==> src/logic/wdog_bus_regs_pkg.sv <==
// Package for the watchdog and transceiver mode control register bank.
// Assumes a register-port access from the serial interface decoder.
`default_nettype none
package wdog_bus_regs_pkg;
  localparam logic [6:0] WDOG_CTRL_ADDR = 7'h03;
  localparam logic [6:0] XCVR_CTRL_ADDR = 7'h04;
  localparam logic [6:0] HARDWARE_CONTROL_REG_ADDR = 7'h02;
  localparam logic [15:0] WDOG_CTRL_RESET = 16'h0014;
  localparam logic [15:0] XCVR_CTRL_RESET = 16'h0020;
  localparam logic [15:0] WDOG_CTRL_RESTART_MASK = 16'h0010;
  localparam int CHECKSUM_BIT = 15;
  localparam int STOP_DIS_FIRST_BIT = 6;
  localparam int TYPE_SEL_BIT = 5;
  localparam int BUS_WAKE_BIT = 4;
  localparam int FAIL_REQ_BIT = 5;
  localparam int STOP_DIS_SECOND_BIT = 2;
  localparam logic [2:0] XCVR_WAKE = 3'h1;
  localparam logic [2:0] XCVR_RECV = 3'h2;
  localparam logic [2:0] XCVR_NORMAL = 3'h3;
  localparam logic [2:0] XCVR_FAILSAFE = 3'h1;
  // Period select values: index 0..7 maps to 10ms..10s
  localparam int PERIOD_MS [8] = '{10, 20, 50, 100, 200, 500, 1000, 10000};

  typedef enum logic [1:0] {
    MODE_NORMAL = 2'b00,
    MODE_STOP = 2'b01,
    MODE_SLEEP = 2'b10,
    MODE_RESTART = 2'b11
  } op_mode_type;

  typedef struct packed {
    logic wr;
    logic rd;
    logic [6:0] addr;
    logic [15:0] wdata;
  } reg_req_type;

  typedef struct packed {
    logic stop_disable;
    logic type_window;
    logic start_on_bus_wake;
    logic [2:0] period_sel;
    logic checksum;
  } wdog_cfg_type;
endpackage : wdog_bus_regs_pkg
`default_nettype wire

==> src/logic/wdog_bus_regs.sv <==
// Watchdog control, transceiver mode and fail-output request registers.
// Assumes decoded register accesses from the serial interface, one per cycle.
//
// Contract
// Clearing the software fail request keeps fail outputs on while a failure latch holds.
// Failure-activated fail outputs release only when software clears the failure latch.
// Restart clears a set software fail request; outputs drop unless a failure remains.
// Stop to normal transition clears the second stop watchdog disable bit.
// Bit 15 of watchdog control is a stored checksum bit used in checksum.
// Bit 6 is the first stop disable bit; 1 disables in stop; device may update.
// Bit 5 selects watchdog type: 0 time-out, 1 window.
// Bit 4 set lets a bus wake in stop start the watchdog with long window.
// Three-bit period field selects 10 ms up to 10 s.
// Reserved bits of both registers always read as zero.
// Mode codes 000 to 011 select off, wake, receive-only, normal without selective wake.
// Codes 100 to 111 add selective wake; device may update the field. The code sets selective_wake only for 101 to 111.
// Software fail request drives the fail pin only when pin is configured fail-safe.
// Sleep entry without system error turns normal or receive-only into wake-capable.
// Watchdog is off in stop mode only if both stop disable bits are set.
`timescale 1ns/100ps
`default_nettype none
module wdog_bus_regs
  import wdog_bus_regs_pkg::*;
(
  input wire logic clk,
  input wire logic rst_n,
  input wire logic soft_reset,
  input wire reg_req_type req,
  output logic [15:0] rdata,
  input wire op_mode_type op_mode,
  input wire logic failure_latched,
  input wire logic pin_is_fail_safe,
  input wire logic system_error_flag,
  input wire logic bus_wake_event,
  input wire logic failsafe_entry,
  output logic fail_output_pin,
  output var wdog_cfg_type wdog_cfg,
  output logic wdog_run_in_stop,
  output logic wdog_long_window_start,
  output logic [2:0] xcvr_mode,
  output logic selective_wake
);
  logic [15:0] wdog_ctrl_ff, nxt_wdog_ctrl;
  logic [2:0] xcvr_ff, nxt_xcvr;
  logic fail_req_ff, nxt_fail_req;
  logic stop_dis2_ff, nxt_stop_dis2;
  logic start_ff, nxt_start;
  logic [15:0] rdata_ff, nxt_rdata;
  op_mode_type mode_ff;
  logic wr_wd, wr_xc, wr_hw;

  assign wr_wd = req.wr && req.addr == WDOG_CTRL_ADDR;
  assign wr_xc = req.wr && req.addr == XCVR_CTRL_ADDR;
  assign wr_hw = req.wr && req.addr == HARDWARE_CONTROL_REG_ADDR;

  always_comb begin
    nxt_wdog_ctrl = wdog_ctrl_ff;
    nxt_xcvr = xcvr_ff;
    nxt_fail_req = fail_req_ff;
    nxt_stop_dis2 = stop_dis2_ff;
    nxt_start = 1'b0;
    nxt_rdata = rdata_ff;
    if (wr_wd) begin
      // Only implemented bits are stored, so reserved bits stay zero
      nxt_wdog_ctrl = req.wdata & 16'h8077;
    end
    if (wr_xc) begin
      nxt_xcvr = req.wdata[2:0];
    end
    if (wr_hw) begin
      nxt_fail_req = req.wdata[FAIL_REQ_BIT];
      nxt_stop_dis2 = req.wdata[STOP_DIS_SECOND_BIT];
    end
    if (op_mode == MODE_SLEEP && mode_ff != MODE_SLEEP && !system_error_flag &&
        (nxt_xcvr[1:0] == XCVR_NORMAL[1:0] || nxt_xcvr[1:0] == XCVR_RECV[1:0])) begin
      nxt_xcvr = {nxt_xcvr[2], XCVR_WAKE[1:0]};
    end
    if (failsafe_entry) begin
      nxt_xcvr = XCVR_FAILSAFE;
    end
    if (mode_ff == MODE_STOP && op_mode == MODE_NORMAL) begin
      nxt_stop_dis2 = 1'b0;
    end
    if (op_mode == MODE_RESTART && mode_ff != MODE_RESTART) begin
      nxt_fail_req = 1'b0;
      nxt_stop_dis2 = 1'b0;
      nxt_wdog_ctrl = WDOG_CTRL_RESET & ~WDOG_CTRL_RESTART_MASK |
                      (wdog_ctrl_ff & WDOG_CTRL_RESTART_MASK);
    end
    if (soft_reset) begin
      nxt_wdog_ctrl = WDOG_CTRL_RESET;
      nxt_xcvr = XCVR_CTRL_RESET[2:0];
      nxt_fail_req = 1'b0;
      nxt_stop_dis2 = 1'b0;
    end
    if (op_mode == MODE_STOP && bus_wake_event && wdog_ctrl_ff[BUS_WAKE_BIT]) begin
      nxt_start = 1'b1;
    end
    if (req.rd) begin
      unique case (req.addr)
        WDOG_CTRL_ADDR: nxt_rdata = wdog_ctrl_ff & 16'h8077;
        XCVR_CTRL_ADDR: nxt_rdata = {13'h0000, xcvr_ff};
        HARDWARE_CONTROL_REG_ADDR: nxt_rdata = {10'h000, fail_req_ff, 2'h0, stop_dis2_ff, 2'h0};
        default: nxt_rdata = 16'h0000;
      endcase
    end
  end

  always_ff @(posedge clk or negedge rst_n) begin
    if (!rst_n) begin
      wdog_ctrl_ff <= WDOG_CTRL_RESET;
      xcvr_ff <= XCVR_CTRL_RESET[2:0];
      fail_req_ff <= 1'b0;
      stop_dis2_ff <= 1'b0;
      start_ff <= 1'b0;
      rdata_ff <= 16'h0000;
      mode_ff <= MODE_NORMAL;
    end else begin
      wdog_ctrl_ff <= nxt_wdog_ctrl;
      xcvr_ff <= nxt_xcvr;
      fail_req_ff <= nxt_fail_req;
      stop_dis2_ff <= nxt_stop_dis2;
      start_ff <= nxt_start;
      rdata_ff <= nxt_rdata;
      mode_ff <= op_mode;
    end
  end

  // Failure path is independent of the software request, so clearing it never drops it
  assign fail_output_pin = failure_latched || (fail_req_ff && pin_is_fail_safe);
  assign rdata = rdata_ff;
  assign wdog_cfg = '{
    stop_disable: wdog_ctrl_ff[STOP_DIS_FIRST_BIT],
    type_window: wdog_ctrl_ff[TYPE_SEL_BIT],
    start_on_bus_wake: wdog_ctrl_ff[BUS_WAKE_BIT],
    period_sel: wdog_ctrl_ff[2:0],
    checksum: wdog_ctrl_ff[CHECKSUM_BIT]
  };
  assign wdog_run_in_stop = !(wdog_ctrl_ff[STOP_DIS_FIRST_BIT] && stop_dis2_ff);
  assign wdog_long_window_start = start_ff;
  assign xcvr_mode = xcvr_ff;
  assign selective_wake = xcvr_ff[2] && xcvr_ff[1:0] != 2'b00;

  property p_fail_hold;
    @(posedge clk) disable iff (!rst_n) failure_latched |-> fail_output_pin;
  endproperty
  a_fail_hold: assert property (p_fail_hold) else $error("fail pin dropped");

  property p_fail_release;
    @(posedge clk) disable iff (!rst_n)
      $fell(failure_latched) && !fail_req_ff |-> !fail_output_pin;
  endproperty
  a_fail_release: assert property (p_fail_release) else $error("fail pin held");

  property p_restart_clear;
    @(posedge clk) disable iff (!rst_n)
      op_mode == MODE_RESTART && mode_ff != MODE_RESTART |=> !fail_req_ff;
  endproperty
  a_restart_clear: assert property (p_restart_clear) else $error("request kept");

  property p_stop_exit;
    @(posedge clk) disable iff (!rst_n)
      mode_ff == MODE_STOP && op_mode == MODE_NORMAL |=> !stop_dis2_ff;
  endproperty
  a_stop_exit: assert property (p_stop_exit) else $error("disable bit kept");

  property p_wd_write;
    @(posedge clk) disable iff (!rst_n)
      wr_wd && !soft_reset && op_mode != MODE_RESTART |=> wdog_cfg.checksum == $past(req.wdata[15])
        && wdog_cfg.period_sel == $past(req.wdata[2:0]);
  endproperty
  a_wd_write: assert property (p_wd_write) else $error("watchdog write lost");

  property p_reserved;
    @(posedge clk) disable iff (!rst_n)
      req.rd && (req.addr == WDOG_CTRL_ADDR || req.addr == XCVR_CTRL_ADDR) |=>
        (rdata & ($past(req.addr) == WDOG_CTRL_ADDR ? 16'h7F88 : 16'hFFF8)) == 16'h0000;
  endproperty
  a_reserved: assert property (p_reserved) else $error("reserved bit set");

  property p_bus_wake;
    @(posedge clk) disable iff (!rst_n)
      op_mode == MODE_STOP && bus_wake_event && !wdog_cfg.start_on_bus_wake |=>
        !wdog_long_window_start;
  endproperty
  a_bus_wake: assert property (p_bus_wake) else $error("start without enable");

  property p_stop_both;
    @(posedge clk) disable iff (!rst_n)
      wdog_run_in_stop == !(wdog_cfg.stop_disable && stop_dis2_ff);
  endproperty
  a_stop_both: assert property (p_stop_both) else $error("stop run wrong");

  property p_sw_fail;
    @(posedge clk) disable iff (!rst_n)
      !failure_latched && !pin_is_fail_safe |-> !fail_output_pin;
  endproperty
  a_sw_fail: assert property (p_sw_fail) else $error("fail pin without fail-safe");

  property p_sleep_fallback;
    @(posedge clk) disable iff (!rst_n)
      op_mode == MODE_SLEEP && mode_ff != MODE_SLEEP && !system_error_flag && xcvr_ff[1] &&
        !wr_xc && !soft_reset && !failsafe_entry |=>
        xcvr_mode[1:0] == XCVR_WAKE[1:0] && xcvr_mode[2] == $past(xcvr_ff[2]);
  endproperty
  a_sleep_fallback: assert property (p_sleep_fallback) else $error("no wake fallback");

  property p_xcvr_write;
    @(posedge clk) disable iff (!rst_n)
      wr_xc && !soft_reset && !failsafe_entry && !(op_mode == MODE_SLEEP && mode_ff != MODE_SLEEP)
        |=> xcvr_mode == $past(req.wdata[2:0]);
  endproperty
  a_xcvr_write: assert property (p_xcvr_write) else $error("mode write lost");

  property p_restart_load;
    @(posedge clk) disable iff (!rst_n)
      op_mode == MODE_RESTART && mode_ff != MODE_RESTART && !soft_reset |=>
        wdog_cfg.start_on_bus_wake == $past(wdog_cfg.start_on_bus_wake) &&
        wdog_cfg.period_sel == WDOG_CTRL_RESET[2:0] && !stop_dis2_ff;
  endproperty
  a_restart_load: assert property (p_restart_load) else $error("restart reload wrong");

  property p_long_start;
    @(posedge clk) disable iff (!rst_n)
      op_mode == MODE_STOP && bus_wake_event && wdog_cfg.start_on_bus_wake |=>
        wdog_long_window_start;
  endproperty
  a_long_start: assert property (p_long_start) else $error("no start after bus wake");

  property p_wd_flags;
    @(posedge clk) disable iff (!rst_n)
      wr_wd && !soft_reset && op_mode != MODE_RESTART |=>
        wdog_cfg.stop_disable == $past(req.wdata[6]) &&
        wdog_cfg.type_window == $past(req.wdata[5]) &&
        wdog_cfg.start_on_bus_wake == $past(req.wdata[4]);
  endproperty
  a_wd_flags: assert property (p_wd_flags) else $error("watchdog flag write lost");
endmodule : wdog_bus_regs
`default_nettype wire

==> config.mk <==
export PLATFORM = sky130hd
export DESIGN_NAME = wdog_bus_regs
export DESIGN_NICKNAME = d
export VERILOG_FILES = /design/src/logic/wdog_bus_regs_pkg.sv /design/src/logic/wdog_bus_regs.sv
export SDC_FILE = /design/constraint.sdc
export NUM_CORES = 1
export LEC_CHECK = 0
export BUFFER_PORTS_ARGS = -buffer_cell sky130_fd_sc_hd__buf_2
export CAP_MARGIN = 20
export CORE_MARGIN = 3
export CORE_UTILIZATION = 46
export CTS_CLUSTER_DIAMETER = 80
export CTS_CLUSTER_SIZE = 30
export DETAILED_ROUTE_END_ITERATION = 10
export HOLD_SLACK_MARGIN = 0.1
export MAX_ROUTING_LAYER = met4
export PLACE_DENSITY = 0.84
export SYNTH_ARGS = -nofsm -noshare
export SYNTH_HDL_FRONTEND = slang
export SYNTH_SLANG_ARGS = --single-unit
==> constraint.sdc <==
create_clock -name clk -period 3.39 [get_ports clk]
set_input_delay 0.1695 -clock clk [delete_from_list [all_inputs] [get_ports clk]]
set_output_delay 0.1695 -clock clk [all_outputs]
set_load 0.05 [all_outputs]
==> summary.md <==
| Metric | Value |
|---|---|
| DRT Wirelength | `2550 um` |
| Routed len/inst | `14.3 um` |
| Critical path fanouts, max | `6` |
| First-pass GRT wire length | `4030 um` |
| Register-to-Register Path Depth | `3` |
| Via count | `915` |
| Post-synthesis compound-gate area fraction | `0.118` |
| Number of vias per cell | `5.11` |
| Starting density of the core | `0.493` |
| Clock power share | `0.362` |
| Post_cts resized | `0` |
| Share of layout cells above drive strength 1 | `0.404` |
| CTS clk-pin slew, worst paths | `130 ps` |
| Count leader, synth | `dfrtp_1` |
| CP arrival | `1700 ps` |
| Min-delay src | `req[15]` |
| RSZ-0062 raised after global routing | `false` |
| Fillcell total | `192` |
| Max Cap Viol | `0` |
| Hold depth | `3` |
| Routability Congestion | `0.825` |
| Largest net degree at the start of global routing | `23` |
| EDFF count, synth | `0` |
| GR Util All Layers | `0.196` |
| Syn_area_per_cell | `11.6 um^2` |
| Register area share after synthesis | `0.497` |
| Slew Viols, Final | `0` |
| Logic gate share of total power | `0.155` |
| Synth Area in Adders | `0` |
| Core area | `2250 um^2` |
| Met3 routed WL | `140 um` |
| Main combinational cell family by area after synthesis | `simple AND/OR/NAND/NOR gates` |
| DR top layer | `met4` |
| Synthesis-to-layout area growth | `31.2%` |
| WP data required | `3590 ps` |
| Dominant cell type by area after synthesis | `dfrtp_1` |
| Yosys warns | `0` |
| Setup WS post-layout | `1900 ps` |
| Post-Synth XOR/XNOR Area | `0` |
| Post-synth cell types | `36` |
| Ys async rst share | `1.00` |
| Drt initial violations | `9` |
| Setup Viol. Count Final | `0` |
| Input/output buffers | `46` |
| Nets | `187` |
| Row cnt | `17` |
| CTS Sinks | `22` |
| Power Density | `382 nW/um^2` |
| Status | `complete, no violations` |
| Clk buf depth | `2` |
| DRC viols | `0` |
| Post-synth top cells | `dfrtp_1, nor2_1, mux2i_1` |
| Hold Fails Final Rpt | `0` |
| Synth Area in Simple Gates | `0.207` |
| Crit path from | `req[16]` |
| HPWL Detailed | `1990 um` |
| Worst skew pair latency | `310 ps` |
| Switching Power | `0.145 mW` |
| Die height | `55.2 um` |
| Initial antenna violation count | `0` |
| Metal2 WL | `1330 um` |
| Total leakage power | `0.817 nW` |
| Synth top area cells | `dfrtp_1, mux2i_1, buf_4, dfstp_2, nor2_1` |
| DP Worst Slack | `1960 ps` |
| Mapped Area | `1110 um^2` |
| Antenna diodes | `0` |
| VDD IR max | `249 uV` |
| Number of synthesized register bits | `22` |
| Commonest register cell after synthesis | `dfrtp_1` |
| WL met1 | `1060 um` |
| Switching share of power | `0.260` |
| Total gr overflow | `0` |
| Routed Antenna Nets | `0` |
| TritonCTS clock tree | `yes` |
| Detailed Routing Iterations Pass 1 | `4` |
| Clock Skew | `2.50 ps` |
| Final setup TNS | `0 ps` |
| Chip width | `55.2 um` |
| Critical path class | `primary input to flop` |
| Startpoint Class | `primary input` |
| Htree depth | `1` |
| Peak Freq | `669 MHz` |
| CTS Buf Count | `3` |
| CTS root buffer | `clkbuf_4` |
| Final Critical Period | `1490 ps` |
| Ports | `65` |
| Synth top area share | `0.450` |
| Hold WC Path Type | `primary input to flop` |
| Fin crit share | `0.441` |
| Reg2reg start | `xcvr_mode[2]` |
| Vias in the first global route | `900` |
| Die ar. | `3040 um^2` |
| Sequential share of power | `0.483` |
| Post-Synthesis Cells | `96` |
| Multiplexer share of the synthesized area | `0.100` |
| Worst setup EP type | `flop` |
| Int Power | `0.412 mW` |
## cell families (layout without fill, tap and decap cells)
logic type             Yosys count  after routing
other                            1              9
and+or+nand+nor                 33             33
muxes                           11             11
buffers and inverters           13             60
AOI/OAI and AO/OA               16             16
DFF                             22             22
## path summary, 6_finish.rpt
path / to / slack (ps)
setup / recovery: xcvr_mode[2] / 1900
setup reg to reg: xcvr_mode[2] / 2070
min in group asynchronous: rdata[1] / 340
hold reg to reg: rdata[2] / 520
hold / removal: wdog_ctrl_ff[15] / 100
max in group asynchronous: wdog_ctrl_ff[4] / 2700
## power by group through the flow
stage          clock network (mW)  registers, mW  logic, mW
5_1_grt                     0.222          0.270     0.0932
3_3_place_gp                    0          0.273     0.0793
6_report                    0.202          0.269     0.0862
2_1_floorplan                   0          0.282     0.0480
4_1_cts                     0.203          0.269     0.0865
3_5_place_dp                    0          0.274     0.0809
## placed cells by master, fill, tap and decap left out, types with 3 or more instances in the layout
cell,n
buf_2,46
dfrtp_1,20
nor2_1,11
mux2i_1,10
conb_1,9
dlygate4sd3_1,7
a22o_1,4
inv_1,3
and3_1,3
clkbuf_4,3
## through the flow
| step | hold WS (ps) | power [mW] | instance area [um^2] | std cells | util |
|---|---|---|---|---|---|
| 2_1_floorplan | -126 | 0.330 | 1140 | 104 | - |
| 4_1_cts | 107 | 0.558 | 1460 | 179 | 0.647 |
| 3_5_place_dp | 156 | 0.355 | 1340 | 168 | 0.593 |
| 3_3_place_gp | 139 | 0.353 | 1340 | 168 | 0.593 |
| 6_report | 101 | 0.557 | 1460 | 179 | 0.647 |
| 5_1_grt | 102 | 0.585 | 1460 | 179 | 0.647 |
## worst max-delay path, stage by stage
cell           delay (ps)
buf_2                 150
nor4b_2               370
nand3_1               190
mux2i_1               200
nor3_1                 60
dlygate4sd3_1         560
## flip-flops by register name, indices dropped and copies added, names as in the netlist
signal / count
fail_req_ff: 1
mode_ff: 2
stop_dis2_ff: 1
rdata: 7
xcvr_mode: 3
wdog_ctrl_ff: 7
wdog_long_window_start: 1
## routing by layer
layer / vias up / global-route usage
met5: - / -
met4: 0 / 0.0607
met3: 3 / 0.0456
met2: 30 / 0.329
met1: 439 / 0.234
li1: 443 / -
## layout make-up
class,instances,area [um^2],share of cell area
Timing Repair Buffer,53,300,0.206
Inverter,3,11.3,0.00772
Clock inverter,1,30.0,0.0206
Sequential cell,22,553,0.379
Tap cell,28,35.0,0.0240
Clock buffer,3,22.5,0.0154
Multi-Input combinational cell,69,507,0.347
## repair_timing
action | 4_1_cts | 5_1_grt
hold buffers | 7 | 0
setup buffers | 0 | 0
setup endpoints to repair | 0 | 0
endpoints found under the hold margin | 25 | 0
Power figures use the tool's default switching activity.
